$ cat config.mk
export PLATFORM = sky130hd
export DESIGN_NAME = sswx_top
export DESIGN_NICKNAME = d
export VERILOG_FILES = /design/src/core/sswx_pkg.sv /design/src/core/sswx_alu.sv /design/src/core/sswx_top.sv
export SDC_FILE = /design/constraint.sdc
export NUM_CORES = 1
export LEC_CHECK = 0
export ABC_CLOCK_PERIOD_IN_PS = 4400
export BUFFER_PORTS_ARGS = -buffer_cell sky130_fd_sc_hd__buf_2
export CAP_MARGIN = 20
export CORE_AREA = 2 2 99 101
export CTS_CLUSTER_DIAMETER = 200
export DETAILED_ROUTE_END_ITERATION = 12
export DIE_AREA = 0 0 101 103
export PLACE_DENSITY = 0.92
export RECOVER_POWER = 100
export SYNTH_ARGS = -nofsm -noshare
export SYNTH_HDL_FRONTEND = slang
export SYNTH_SLANG_ARGS = --single-unit
$ cat constraint.sdc
create_clock -name clk_i -period 4.4 [get_ports clk_i]
set_input_delay 0.22 -clock clk_i [delete_from_list [all_inputs] [get_ports clk_i]]
set_output_delay 0.22 -clock clk_i [all_outputs]
set_load 0.05 [all_outputs]
$ cat src/core/sswx_pkg.sv
// Shared constants and types of the subtract, swap and xor datapath
package sswx_pkg;
	// Data and instruction widths
	localparam int SSWX_DW = 8;
	localparam int SSWX_IW = 14;
	localparam int SSWX_FAW = 7;

	// Instruction word fields
	localparam int SSWX_OPC_HI = 13;
	localparam int SSWX_OPC_LO = 8;
	localparam int SSWX_DEST_BIT = 7;
	localparam int SSWX_FADDR_HI = 6;
	localparam int SSWX_LIT_HI = 7;
	localparam int SSWX_NIB_HI = 3;
	localparam int SSWX_NIB_W = 4;

	// Upper six bits of each handled instruction
	localparam logic [5:0] SSWX_OPC_SUB = 6'h02;
	localparam logic [5:0] SSWX_OPC_SWAP = 6'h0E;
	localparam logic [5:0] SSWX_OPC_XOR = 6'h3A;

	// Operation selected by the decoder
	typedef enum logic [1:0] {
		SSWX_OP_NONE = 2'b00,
		SSWX_OP_SUB = 2'b01,
		SSWX_OP_SWAP = 2'b10,
		SSWX_OP_XOR = 2'b11
	} sswx_op_t;

	// Register byte offsets on the bus
	localparam logic [7:0] SSWX_ACC_OFS = 8'h00;
	localparam logic [7:0] SSWX_STATUS_OFS = 8'h04;
	localparam logic [7:0] SSWX_OPERAND_OFS = 8'h08;
	localparam logic [7:0] SSWX_ISSUE_OFS = 8'h0C;
	localparam logic [7:0] SSWX_RESULT_OFS = 8'h10;
	localparam logic [7:0] SSWX_COUNT_OFS = 8'h14;
	localparam int SSWX_DEC_HI = 7;

	// Status register bit positions
	localparam int SSWX_ST_CARRY = 0;
	localparam int SSWX_ST_NIBBLE = 1;
	localparam int SSWX_ST_ZERO = 2;
	localparam int SSWX_ST_UNSUP = 3;
	localparam int SSWX_ST_PEND = 4;

	// Result register: destination bit above the data byte
	localparam int SSWX_RES_DEST = 8;
	localparam int SSWX_CNT_W = 16;

	// Reset values
	localparam logic [7:0] SSWX_ACC_RST = 8'h00;
	localparam logic [7:0] SSWX_OPERAND_RST = 8'h00;
	localparam logic [13:0] SSWX_ISSUE_RST = 14'h0000;
	localparam logic [15:0] SSWX_CNT_RST = 16'h0000;

	// AHB transfer types and response
	localparam logic [1:0] SSWX_HTRANS_NONSEQ = 2'b10;
	localparam logic SSWX_HRESP_OKAY = 1'b0;

	// Map an instruction word to the operation it asks for
	function automatic sswx_op_t sswx_decode(input logic [SSWX_IW-1:0] word);
		logic [5:0] opc;
		opc = word[SSWX_OPC_HI:SSWX_OPC_LO];
		if (opc == SSWX_OPC_SUB) begin
			return SSWX_OP_SUB;
		end else if (opc == SSWX_OPC_SWAP) begin
			return SSWX_OP_SWAP;
		end else if (opc == SSWX_OPC_XOR) begin
			return SSWX_OP_XOR;
		end
		return SSWX_OP_NONE;
	endfunction : sswx_decode
endpackage : sswx_pkg

$ cat src/core/sswx_alu.sv
// Combinational arithmetic of the three instructions
`timescale 1ns/1ps
`default_nettype none
module sswx_alu
	import sswx_pkg::*;
(
	input wire logic [SSWX_IW-1:0] word_i,
	input wire logic [SSWX_DW-1:0] acc_i,
	input wire logic [SSWX_DW-1:0] file_i,
	output sswx_op_t op_o,
	output logic [SSWX_DW-1:0] result_o,
	output logic carry_o,
	output logic nibble_o,
	output logic zero_o,
	output logic to_acc_o,
	output logic to_file_o,
	output logic upd_cdz_o,
	output logic upd_z_o
);
	logic [SSWX_DW:0] diff;
	logic [SSWX_NIB_W:0] nib_diff;
	logic dest;

	// Nine and five bit differences expose the borrow out of each width
	assign diff = {1'b0, file_i} - {1'b0, acc_i};
	assign nib_diff = {1'b0, file_i[SSWX_NIB_HI:0]} - {1'b0, acc_i[SSWX_NIB_HI:0]};
	assign dest = word_i[SSWX_DEST_BIT];
	assign op_o = sswx_decode(word_i);

	// Operation select; unknown words produce no write and no flag change
	always_comb begin
		result_o = '0;
		to_acc_o = 1'b0;
		to_file_o = 1'b0;
		upd_cdz_o = 1'b0;
		upd_z_o = 1'b0;
		unique case (op_o)
			SSWX_OP_SUB: begin
				result_o = diff[SSWX_DW-1:0]; // [RULE1]
				to_acc_o = ~dest; // [RULE1]
				to_file_o = dest; // [RULE1]
				upd_cdz_o = 1'b1;
			end
			SSWX_OP_SWAP: begin
				result_o = {file_i[SSWX_NIB_HI:0], file_i[SSWX_DW-1:SSWX_NIB_W]}; // [RULE6]
				to_acc_o = ~dest; // [RULE6]
				to_file_o = dest; // [RULE6]
			end
			SSWX_OP_XOR: begin
				result_o = acc_i ^ word_i[SSWX_LIT_HI:0]; // [RULE4]
				to_acc_o = 1'b1; // [RULE5]
				upd_z_o = 1'b1; // [RULE5]
			end
			SSWX_OP_NONE: begin
				result_o = '0;
			end
		endcase
	end

	// No borrow means the carry reads 1, including an exact zero difference
	assign carry_o = ~diff[SSWX_DW]; // [RULE2] [RULE3]
	assign nibble_o = ~nib_diff[SSWX_NIB_W];
	assign zero_o = (result_o == '0);
endmodule : sswx_alu
`default_nettype wire

$ cat src/core/sswx_top.sv
// Datapath top: decoder port, AHB-Lite registers and flag state
//
// Added by the designer: the placing of the registers and the AHB-Lite interface to the registers.
`timescale 1ns/1ps
`default_nettype none
// Operation
// RULE1 - Subtract accumulator from file, target bit selects
// RULE2 - Positive difference sets borrow-inverse carry flag
// RULE3 - Zero difference keeps carry set, stores zero
// RULE4 - Xor accumulator with instruction low byte literal
// RULE5 - Xor result to accumulator, only zero flag
// RULE6 - Swap file nibbles, target bit selects, no flags
module sswx_top
	import sswx_pkg::*;
(
	input wire logic clk_i,
	input wire logic rst_i,
	// AHB-Lite slave
	input wire logic hsel_i,
	input wire logic [31:0] haddr_i,
	input wire logic [1:0] htrans_i,
	input wire logic hwrite_i,
	input wire logic [2:0] hsize_i,
	input wire logic [31:0] hwdata_i,
	input wire logic hready_i,
	output logic [31:0] hrdata_o,
	output logic hreadyout_o,
	output logic hresp_o,
	// Instruction port from the core decoder
	input wire logic instr_valid_i,
	input wire logic [SSWX_IW-1:0] instr_i,
	input wire logic [SSWX_DW-1:0] file_rdata_i,
	// File register write-back and flag view
	output logic file_we_o,
	output logic [SSWX_FAW-1:0] file_addr_o,
	output logic [SSWX_DW-1:0] file_wdata_o,
	output logic [SSWX_DW-1:0] acc_o,
	output logic carry_o,
	output logic nibble_borrow_flag_o,
	output logic zero_o,
	output logic done_o
);
	// Bus data phase state
	// Captured at the address phase edge, used for one data phase cycle
	logic dp_write;
	logic dp_read;
	logic [SSWX_DEC_HI:0] dp_addr;
	logic addr_take;

	// Architectural and software-visible state
	// The result register is one bit wider to keep the destination with it
	logic [SSWX_DW-1:0] acc;
	logic carry;
	logic nibble_flag;
	logic zero;
	logic unsup;
	logic [SSWX_DW-1:0] operand;
	logic [SSWX_IW-1:0] issue_word;
	logic issue_pend;
	logic [SSWX_DW:0] result;
	logic [SSWX_CNT_W-1:0] count;

	// Execution select
	// exec is high in every cycle that consumes a word, from either source
	logic sel_port;
	logic sel_bus;
	logic exec;
	logic [SSWX_IW-1:0] exec_word;
	logic [SSWX_DW-1:0] exec_file;

	// Arithmetic outputs
	sswx_op_t alu_op;
	logic [SSWX_DW-1:0] alu_res;
	logic alu_c;
	logic alu_dc;
	logic alu_z;
	logic alu_to_acc;
	logic alu_to_file;
	logic alu_upd_cdz;
	logic alu_upd_z;

	// Software write strobes, valid in the data phase
	// hwdata is only defined in the data phase, so the strobes qualify it
	logic wr_acc;
	logic wr_status;
	logic wr_operand;
	logic wr_issue;

	// Zero-wait slave, so the bus ready output is tied high
	// Every register answers in the data phase, hence no wait state and no
	// error response is ever needed
	assign hreadyout_o = 1'b1;
	assign hresp_o = SSWX_HRESP_OKAY;
	assign addr_take = hsel_i & hready_i & (htrans_i == SSWX_HTRANS_NONSEQ);

	// Address phase capture; hsize is ignored since only words are used
	// A byte or halfword write lands as a whole word, so software keeps to
	// word accesses; only the low address byte is decoded, so the register
	// set repeats through the slave's address window
	always_ff @(posedge clk_i) begin
		if (rst_i) begin
			dp_write <= 1'b0;
			dp_read <= 1'b0;
			dp_addr <= '0;
		end else if (hready_i) begin
			dp_write <= addr_take & hwrite_i;
			dp_read <= addr_take & ~hwrite_i;
			dp_addr <= haddr_i[SSWX_DEC_HI:0];
		end
	end

	// Offset decode of the write data phase
	// Writes to unmapped or read-only offsets fall through and are ignored
	assign wr_acc = dp_write & (dp_addr == SSWX_ACC_OFS);
	assign wr_status = dp_write & (dp_addr == SSWX_STATUS_OFS);
	assign wr_operand = dp_write & (dp_addr == SSWX_OPERAND_OFS);
	assign wr_issue = dp_write & (dp_addr == SSWX_ISSUE_OFS);

	// Read mux over flops; unmapped offsets read zero
	// Map, byte offsets from the slave base, one word each:
	//   0x00 accumulator, read and write, bits 7:0
	//   0x04 status: carry, nibble borrow, zero, unhandled word, issue pending
	//   0x08 operand, read and write, file register of bus-issued words
	//   0x0C issue word, read and write, a write queues the word
	//   0x10 last result, bit 8 set when it went to the file side
	//   0x14 count of executed words, wraps silently
	// Status bit 3 clears on a written one; bit 4 is read only
	// Upper bits of every word read zero, so software may mask freely
	// The mux is only open while dp_read stands, which keeps idle bus
	// cycles quiet on a shared read data bus
	always_comb begin
		hrdata_o = '0;
		if (dp_read) begin
			unique case (dp_addr)
				SSWX_ACC_OFS: hrdata_o[SSWX_DW-1:0] = acc;
				SSWX_STATUS_OFS: begin
					hrdata_o[SSWX_ST_CARRY] = carry;
					hrdata_o[SSWX_ST_NIBBLE] = nibble_flag;
					hrdata_o[SSWX_ST_ZERO] = zero;
					hrdata_o[SSWX_ST_UNSUP] = unsup;
					hrdata_o[SSWX_ST_PEND] = issue_pend;
				end
				SSWX_OPERAND_OFS: hrdata_o[SSWX_DW-1:0] = operand;
				SSWX_ISSUE_OFS: hrdata_o[SSWX_IW-1:0] = issue_word;
				SSWX_RESULT_OFS: hrdata_o[SSWX_DW:0] = result;
				SSWX_COUNT_OFS: hrdata_o[SSWX_CNT_W-1:0] = count;
				default: hrdata_o = '0;
			endcase
		end
	end

	// The decoder port always wins; a bus-issued word waits for a free cycle
	// A busy core can therefore starve a queued word; software polls the
	// pending bit in status before it trusts the result register
	// The queued word reads its file operand from the operand register and
	// writes back there, so the core's file array never sees a bus write
	// An unhandled word still costs a cycle and raises done
	// Timing for the port, per instruction:
	//   edge N     word and file value sampled, accumulator and flags load
	//   cycle N+1  write strobe and done stand for one cycle; address and data hold after it
	//   edge N+1   the file array takes the write-back
	// Back-to-back words are legal; the second reads the new accumulator
	assign sel_port = instr_valid_i;
	assign sel_bus = issue_pend & ~instr_valid_i;
	assign exec = sel_port | sel_bus;
	assign exec_word = sel_port ? instr_i : issue_word;
	assign exec_file = sel_port ? file_rdata_i : operand;

	// Shared arithmetic for both word sources
	sswx_alu u_alu (
		.word_i(exec_word),
		.acc_i(acc),
		.file_i(exec_file),
		.op_o(alu_op),
		.result_o(alu_res),
		.carry_o(alu_c),
		.nibble_o(alu_dc),
		.zero_o(alu_z),
		.to_acc_o(alu_to_acc),
		.to_file_o(alu_to_file),
		.upd_cdz_o(alu_upd_cdz),
		.upd_z_o(alu_upd_z)
	);

	// Accumulator: an executing instruction beats a software write
	// A software write that collides with an executing word that targets the accumulator is lost without
	// trace; the trade keeps the datapath free of a stall path to the bus
	// Software that must not race the core writes only while it is idle
	always_ff @(posedge clk_i) begin
		if (rst_i) begin
			acc <= SSWX_ACC_RST;
		end else if (exec && alu_to_acc) begin
			acc <= alu_res; // [RULE1] [RULE4] [RULE5] [RULE6]
		end else if (wr_acc) begin
			acc <= hwdata_i[SSWX_DW-1:0];
		end
	end

	// Carry and nibble borrow move only on a subtract or a status write
	// Both read as no borrow: 1 when the minuend is at least the subtrahend,
	// which also covers an exact zero difference
	always_ff @(posedge clk_i) begin
		if (rst_i) begin
			carry <= 1'b0;
			nibble_flag <= 1'b0;
		end else if (exec && alu_upd_cdz) begin
			carry <= alu_c; // [RULE2] [RULE3]
			nibble_flag <= alu_dc;
		end else if (wr_status) begin
			carry <= hwdata_i[SSWX_ST_CARRY];
			nibble_flag <= hwdata_i[SSWX_ST_NIBBLE];
		end
	end

	// Zero flag follows subtract and xor, never the swap
	// Swap leaves all three flags alone, so software may rely on them
	always_ff @(posedge clk_i) begin
		if (rst_i) begin
			zero <= 1'b0;
		end else if (exec && (alu_upd_cdz || alu_upd_z)) begin
			zero <= alu_z; // [RULE3] [RULE5]
		end else if (wr_status) begin
			zero <= hwdata_i[SSWX_ST_ZERO];
		end
	end

	// Sticky mark of an unhandled word; write one clears, a new set wins
	// Giving the set priority means a clear racing a fresh unhandled word
	// never hides that word from software
	always_ff @(posedge clk_i) begin
		if (rst_i) begin
			unsup <= 1'b0;
		end else if (exec && alu_op == SSWX_OP_NONE) begin
			unsup <= 1'b1;
		end else if (wr_status && hwdata_i[SSWX_ST_UNSUP]) begin
			unsup <= 1'b0;
		end
	end

	// Operand stands in for the file register of bus-issued words
	always_ff @(posedge clk_i) begin
		if (rst_i) begin
			operand <= SSWX_OPERAND_RST;
		end else if (sel_bus && alu_to_file) begin
			operand <= alu_res; // [RULE1] [RULE6]
		end else if (wr_operand) begin
			operand <= hwdata_i[SSWX_DW-1:0];
		end
	end

	// Issue word and its pending bit; a fresh write re-arms even as one runs
	// Only the last word written runs if software writes twice before the
	// first one found a free cycle; nothing counts the lost word
	always_ff @(posedge clk_i) begin
		if (rst_i) begin
			issue_word <= SSWX_ISSUE_RST;
			issue_pend <= 1'b0;
		end else if (wr_issue) begin
			issue_word <= hwdata_i[SSWX_IW-1:0];
			issue_pend <= 1'b1;
		end else if (sel_bus) begin
			issue_pend <= 1'b0;
		end
	end

	// Last result with its destination, and a count of executed words
	// Unhandled words count too, so the count tracks done pulses one to one
	always_ff @(posedge clk_i) begin
		if (rst_i) begin
			result <= '0;
			count <= SSWX_CNT_RST;
		end else if (exec) begin
			result <= {alu_to_file, alu_res};
			count <= count + 1'b1;
		end
	end

	// File write-back lands one cycle after the decoder presents the word
	// Address and data hold between port words so that the core may sample
	// them late; only the strobe marks a fresh write
	always_ff @(posedge clk_i) begin
		if (rst_i) begin
			file_we_o <= 1'b0;
			file_addr_o <= '0;
			file_wdata_o <= '0;
			done_o <= 1'b0;
		end else begin
			file_we_o <= sel_port & alu_to_file; // [RULE1] [RULE6]
			done_o <= exec;
			if (sel_port) begin
				file_addr_o <= instr_i[SSWX_FADDR_HI:0];
				file_wdata_o <= alu_res;
			end
		end
	end

	// Flag view for the rest of the core
	// These mirror the flops directly, so a flag set at edge N is visible
	// to the core's branch logic in the very next cycle
	assign acc_o = acc;
	assign carry_o = carry;
	assign nibble_borrow_flag_o = nibble_flag;
	assign zero_o = zero;
endmodule : sswx_top
`default_nettype wire

# Word level (Yosys, flattened, before mapping)
# Cells that the tools add are included.
# totals
inputBits	97
ff_bits	87
elab_cells	100
output_inout_bits	62
# op_classes
addsub	3
n_reduce_logical	17
mux	34
n_eq_ne	12
n_bitwise	17
# ops
cell	count
$mux 8	5
$pmux 8 s4	1
$pmux 5 s6	1
$add 16x1->16 const B	1
$eq 8x4->1 const B	2
$eq 8x5->1 const B	2
$logic_not 8->1	2
$mux 1	16
$mux 16	1
$pmux 3 s5	1
$mux 14	1
$reduce_bool 2->1	6
$and 1x1->1	10
$mux 2	5
$pmux 5 s2	1
$sub 8x8->9	1
$eq 8x3->1 const B	1
$xor 8x8->8	1
$eq 2x2->1 const B	3
$eq 6x2->1 const B	1
$eq 6x4->1 const B	1
$eq 6x6->1 const B	1
$logic_and 1x1->1	6
$not 1->1	5
other kinds (8)	8

# Longest topological paths before layout
# depth
depth_word	11
depth_mapped	13

# By module
# From an unflattened synthesis, not the netlist that was laid out.
# unflattened
hier_cells	611
area_unflattened_um2	5148.7
# by_module_without_submodules
module	cells_each	n_inst	area_each_um2
sswx_top	517	1	4435.5
sswx_alu	94	1	713.2

# Worst setup path before layout
# No wires, ideal clock.
# synth_path
path_type	input-to-reg
startpoint	input instr_valid_i
endpoint	register acc[6], in the netlist acc_o[6]
path_buffers	3
t_arrival_ns	2.568
t_required_ns	4.267
setup_slack_ns	1.698
cell_stages	12
cell_sequence	buf_6 buf_6 buf_2 mux2_2 ha_1 o21a_1 o31a_1 o21ai_0 a211oi_2 a221oi_1 nor2b_1 a211oi_2
# synth_between
elab_chain_cells	11
word_cells_on_any_way	27
cone_classes	add/sub (1); eq/ne (6); mux (11); bitwise (5); reduce/logical (4)
# synth_rtl
item	line_no	rtl
from (decl)	sswx_top.sv:30	input wire logic instr_valid_i,
$mux 14	sswx_top.sv:166	assign exec_word = sel_port ? instr_i : issue_word;
$eq 6x6->1	sswx_pkg.sv:68	end else if (opc == SSWX_OPC_XOR) begin
$mux 1	sswx_pkg.sv:68	
$mux 1	sswx_pkg.sv:66	end else if (opc == SSWX_OPC_SWAP) begin
$mux 1	sswx_pkg.sv:64	if (opc == SSWX_OPC_SUB) begin
$mux 2	sswx_pkg.sv:71	return SSWX_OP_NONE;
$eq 2x1->1 / $eq 2x2->1 (equally long branches)	sswx_alu.sv:37	unique case (op_o)
$reduce_or 2->1 (no source line)	-	
$pmux 1 s2	sswx_alu.sv:37	
$logic_and 1x1->1	sswx_top.sv:192	end else if (exec && alu_to_acc) begin
$mux 8 / $reduce_bool 2->1 (equally long branches)	-	
to (signal assigned)	sswx_top.sv:193	acc <= alu_res;
to (signal assigned)	sswx_top.sv:195	acc <= hwdata_i[SSWX_DW-1:0];
to (decl)	sswx_top.sv:52	logic [SSWX_DW-1:0] acc;
# Parallel ways exist; a longest one is shown, timed or not.
# A chain may end at the register's enable or synchronous reset.

# Worst setup path in the final report
# layout_path
startpoint	input instr_valid_i
endpoint	register zero, in the netlist zero_o
# layout_between
elab_chain_cells	11
word_cells_on_any_way	28
cone_classes	add/sub (1); eq/ne (6); mux (12); bitwise (4); reduce/logical (5)
# layout_rtl
item	line_no	rtl
branches (longest 11 deep; another with $mux 14)	-	
to (signal assigned)	sswx_top.sv:221	zero <= alu_z;
to (signal assigned)	sswx_top.sv:223	zero <= hwdata_i[SSWX_ST_ZERO];
to (decl)	sswx_top.sv:55	logic zero;
# Several ways; the timed one is not identified.

==> summary by stage <==
Power and ir drop
VDD sags by at most 0.157 mV. The power density of the placed cells is 291 nW/um2. The static leakage is 2.19 nW.

CTS
The total of cells resized after clock tree synthesis is 0. For this design, the CTS-stage hold fixing added 0 buffers. After clock tree synthesis, the setup repair step added 0 buffers. The root buffer selected by CTS is sky130_fd_sc_hd__clkbuf_8. The number of sinks driven by the clock tree is 87.

TritonCTS created 9 clock buffers. The clock reaches the later pin of the worst-skew pair after 360 ps. TritonCTS built the clock tree. The CTS H-tree depth is 3. The buffer levels on the longest clock path is 2. The clock transition at the registers of the reported paths is 90 ps.

Worst setup path
The cell type group with the largest total delay on the critical path is compound AO/OA/AOI/OAI gates. The endpoint type of the worst setup path is a flip-flop. The startpoint of the most critical setup path is instr_valid_i.

The required time at the worst-slack endpoint is 4660 ps. The critical path launch point type is a primary input. The setup path with the least slack is of type primary input to flip-flop. The critical path goes through clkbuf_1, buf_4, nand3b_1, o32ai_4, nand2_1, o221ai_1, a21boi_0, nor4b_2, a41o_1. The number of buffers and inverters on the critical path is 2. The endpoint identified for the worst register-to-register timing path is zero_o. The register-to-register setup slack is 1340 ps. The startpoint of the most critical register-to-register path is operand[0].

In this run the worst path has a maximum fanout of 28. The arrival time at the worst endpoint is 3970 ps. The cell at the slowest stage of the critical path is sky130_fd_sc_hd__a21boi_0.

The delay contributed by the slowest stage of the critical path is 920 ps. Counting cells, the worst reg-to-reg path comes to 10.

Synthesis
A synthesized cell averages 8.75 um2. Ranked by total cell area, the synthesized netlist is headed by sky130_fd_sc_hd__dfxtp_1, sky130_fd_sc_hd__mux2i_1, sky130_fd_sc_hd__nor2_1. The share of flip-flops with an asynchronous set or reset is 0%. The fraction of synthesized cell area taken by the top area cell type is 34.4%. The synthesized design spends more area on one cell type than any other, namely sky130_fd_sc_hd__dfxtp_1. After synthesis, flip-flops and latches occupy 34.4% of the total area. In this run, synthesis inferred 0 flip-flops with an integrated enable. The flip-flop cell with the highest count after synthesis is sky130_fd_sc_hd__dfxtp_1.

The post-synthesis cell type count is 66. The mapped netlist covers 5060 um2. Synthesis inferred 87 register bits.

During synthesis, Yosys emitted a total of 0 warnings. After synthesis, the most frequently instantiated cells are sky130_fd_sc_hd__dfxtp_1, sky130_fd_sc_hd__nor2_1, sky130_fd_sc_hd__mux2i_1, sky130_fd_sc_hd__nand2_1, sky130_fd_sc_hd__nand3_1. The synthesized instance count is 579. The dominant cell by count in the synthesized netlist is sky130_fd_sc_hd__dfxtp_1.

Cells and area
The number of antenna diodes in the final layout is 0. Counting the fill cells in the layout gives 888. With fillers left out, the area of the finished cells amounts to 5490 um2.

The post-route netlist has 15.2% of its cells at a drive strength greater than 1. Relative to the synthesized area, the layout overhead comes to 8.45%. At the end of the flow, the number of nets in the layout was 756.

Floorplan
The effective utilization at floorplan is 53.5%. In this run the vertical extent of the chip is 103 um. The die covers 10400 um2. In this run the count of I/O pins placed on the die edge is 159. In this run the standard cell core region covers 9460 um2. The number of rows in the core area is 36.

From left edge to right edge, the die measures 101 um.

Flow run
The count of maximum capacitance violations is 1.

Global routing
The wire length of the first global-routing pass is 22.0 mm. The number of antenna violations at the first check in global routing is 0. Entering global routing, the biggest net connects 71 pins. The via count of the first global-routing pass is 4382. Global routing finished with a remaining overflow of 0. Global routing consumed, over all layers together, 27.8% of the routing resources.

Placed design
The last weighted congestion value of the routability-driven placer is 1.01. The half-perimeter wire length of the detailed placement result is 10.6 mm. The worst slack after detailed placement is 1190 ps. In this run the tool buffered the top-level ports with 95 buffer cells. In this run the cell area measured after placement is 5450 um2.

STA
The final setup slack of the worst path is 694 ps. Setup repair after global routing left no endpoint under its margin. The number of max-slew violations in the final report is 71.

Setup violations remaining at the end of the flow were counted as 0. The slew at the pin closest to its max-slew limit is 3010 ps. The clock arrives with 11.1 ps of skew.

The worst-case headroom to the max-slew limit is -101%. The share of the clock period used by the worst path is 84.2%. Timing would allow up to 270 MHz. The number of hold violations in the final report is 0. Summed over all failing endpoints, the final setup total negative slack is 0 ps. The post-layout minimum cycle time is 3710 ps. The tightest hold path in the finished design has a slack of 99.2 ps.

Worst hold path
The cell count of the worst hold path is 3. The worst hold path class is primary input to flip-flop. The worst hold path terminates at dp_addr[6].

The start point of the worst min-delay path is haddr_i[6].

Routing
The number of DRC markers in iteration 0 is 377. The number of detailed-routing iterations run before antenna repair is 5. For this block, the routed nets add up to 14.5 mm of wire. Using the TritonRoute via totals, the vias-per-cell ratio works out to 6.00. Detailed routing inserted a total of 4603 vias. The remaining routing DRC violations is 0. The detail route stage leaves a number of antenna-violating nets equal to 0. After detailed routing, the average wire length per cell comes to 18.9 um.

Status
The checks that failed: max-capacitance violations, max-slew violations. The flow ran to the end, but the final reports show violations.
==> worst max path at each step <==
stage,cells after the start,endpoint
final,9,zero_o
after floorplan,12,acc_o[6]
after detailed placement,8,acc_o[5]
after global routing,6,acc_o[2]
after global placement,10,file_wdata_o[6]
after CTS,4,hrdata_o[7]
==> cell type report <==
| cell class | count | area [um2] | area share [%] |
|---|---|---|---|
| Inverter | 15 | 56.3 | 1.03 |
| Tap cell | 114 | 143 | 2.60 |
| Sequential cell | 87 | 1740 | 31.7 |
| Clock buffer | 11 | 151 | 2.76 |
| Clock inverter | 4 | 28.8 | 0.524 |
| Timing Repair Buffer | 98 | 439 | 8.00 |
| Multi-Input combinational cell | 438 | 2930 | 53.4 |
==> routing by layer <==
layer | wire, um | track usage [%]
met3 | 1140 | 5.22
met4 | 665 | 14.8
met2 | 6920 | 46.8
met5 | 0 | 0
met1 | 5780 | 33.8
==> state kept, by name, summed over array words and instances, names as in the netlist, 7 cells and up <==
signal and flops:
dp_addr 8, file_wdata_o 8, issue_word 14, file_addr_o 7, result 9, count 16
operand 8, acc_o 8
==> power by group <==
group | internal [W] | total [W] | switching, W | leakage (nW)
Sequential | 0.000805 | 0.000825 | 0.0000201 | 0.707
Clock | 0.000234 | 0.000529 | 0.000294 | 0.0878
Combinational | 0.0000773 | 0.000244 | 0.000167 | 1.40
==> cell usage in the layout (no fill, tap or decap), drive strengths merged, types with 21 or more instances in the layout <==
cell type and count:
dfxtp 87, buf 53, a211oi 24, nor2b 21
mux2i 47, nor2 70, a21oi 28, nand3 28
nand2 46, clkbuf 56
==> worst reg2reg max path, stage by stage (launching register included) <==
cell and delay, ps:
sky130_fd_sc_hd__dfxtp_1 350, sky130_fd_sc_hd__mux2i_1 90, sky130_fd_sc_hd__ha_1 310, sky130_fd_sc_hd__fa_1 420, sky130_fd_sc_hd__nor2b_1 170, sky130_fd_sc_hd__o21ai_0 90, sky130_fd_sc_hd__nand2b_1 170, sky130_fd_sc_hd__xnor2_1 80
sky130_fd_sc_hd__a21boi_0 900, sky130_fd_sc_hd__nor4b_2 120, sky130_fd_sc_hd__a41o_1 270
==> metrics by stage <==
| step | utilization, % | power (W) | instances |
|---|---|---|---|
| floorplan | - | 0.00104 | 595 |
| global placement | 57.6 | 0.00108 | 752 |
| detailed placement | 57.6 | 0.00109 | 752 |
| CTS | 59.5 | 0.00160 | 767 |
| global route | 58.1 | 0.00164 | 767 |
| finish | 58.1 | 0.00160 | 767 |
==> cell families (layout without fill, tap and decap cells) <==
logic type	count (synthesis)	after routing	synth area share [%]
and+or+nand+nor	206	206	20.1
AOI/OAI and AO/OA	109	109	16.3
DFF	87	87	34.4
buffers and inverters	70	128	7.39
muxes	67	67	14.3
xor gates and xnor gates	28	28	4.84
adders and majority gates	10	10	2.62
other	2	18	0.148
Power figures use the tool's default switching activity.
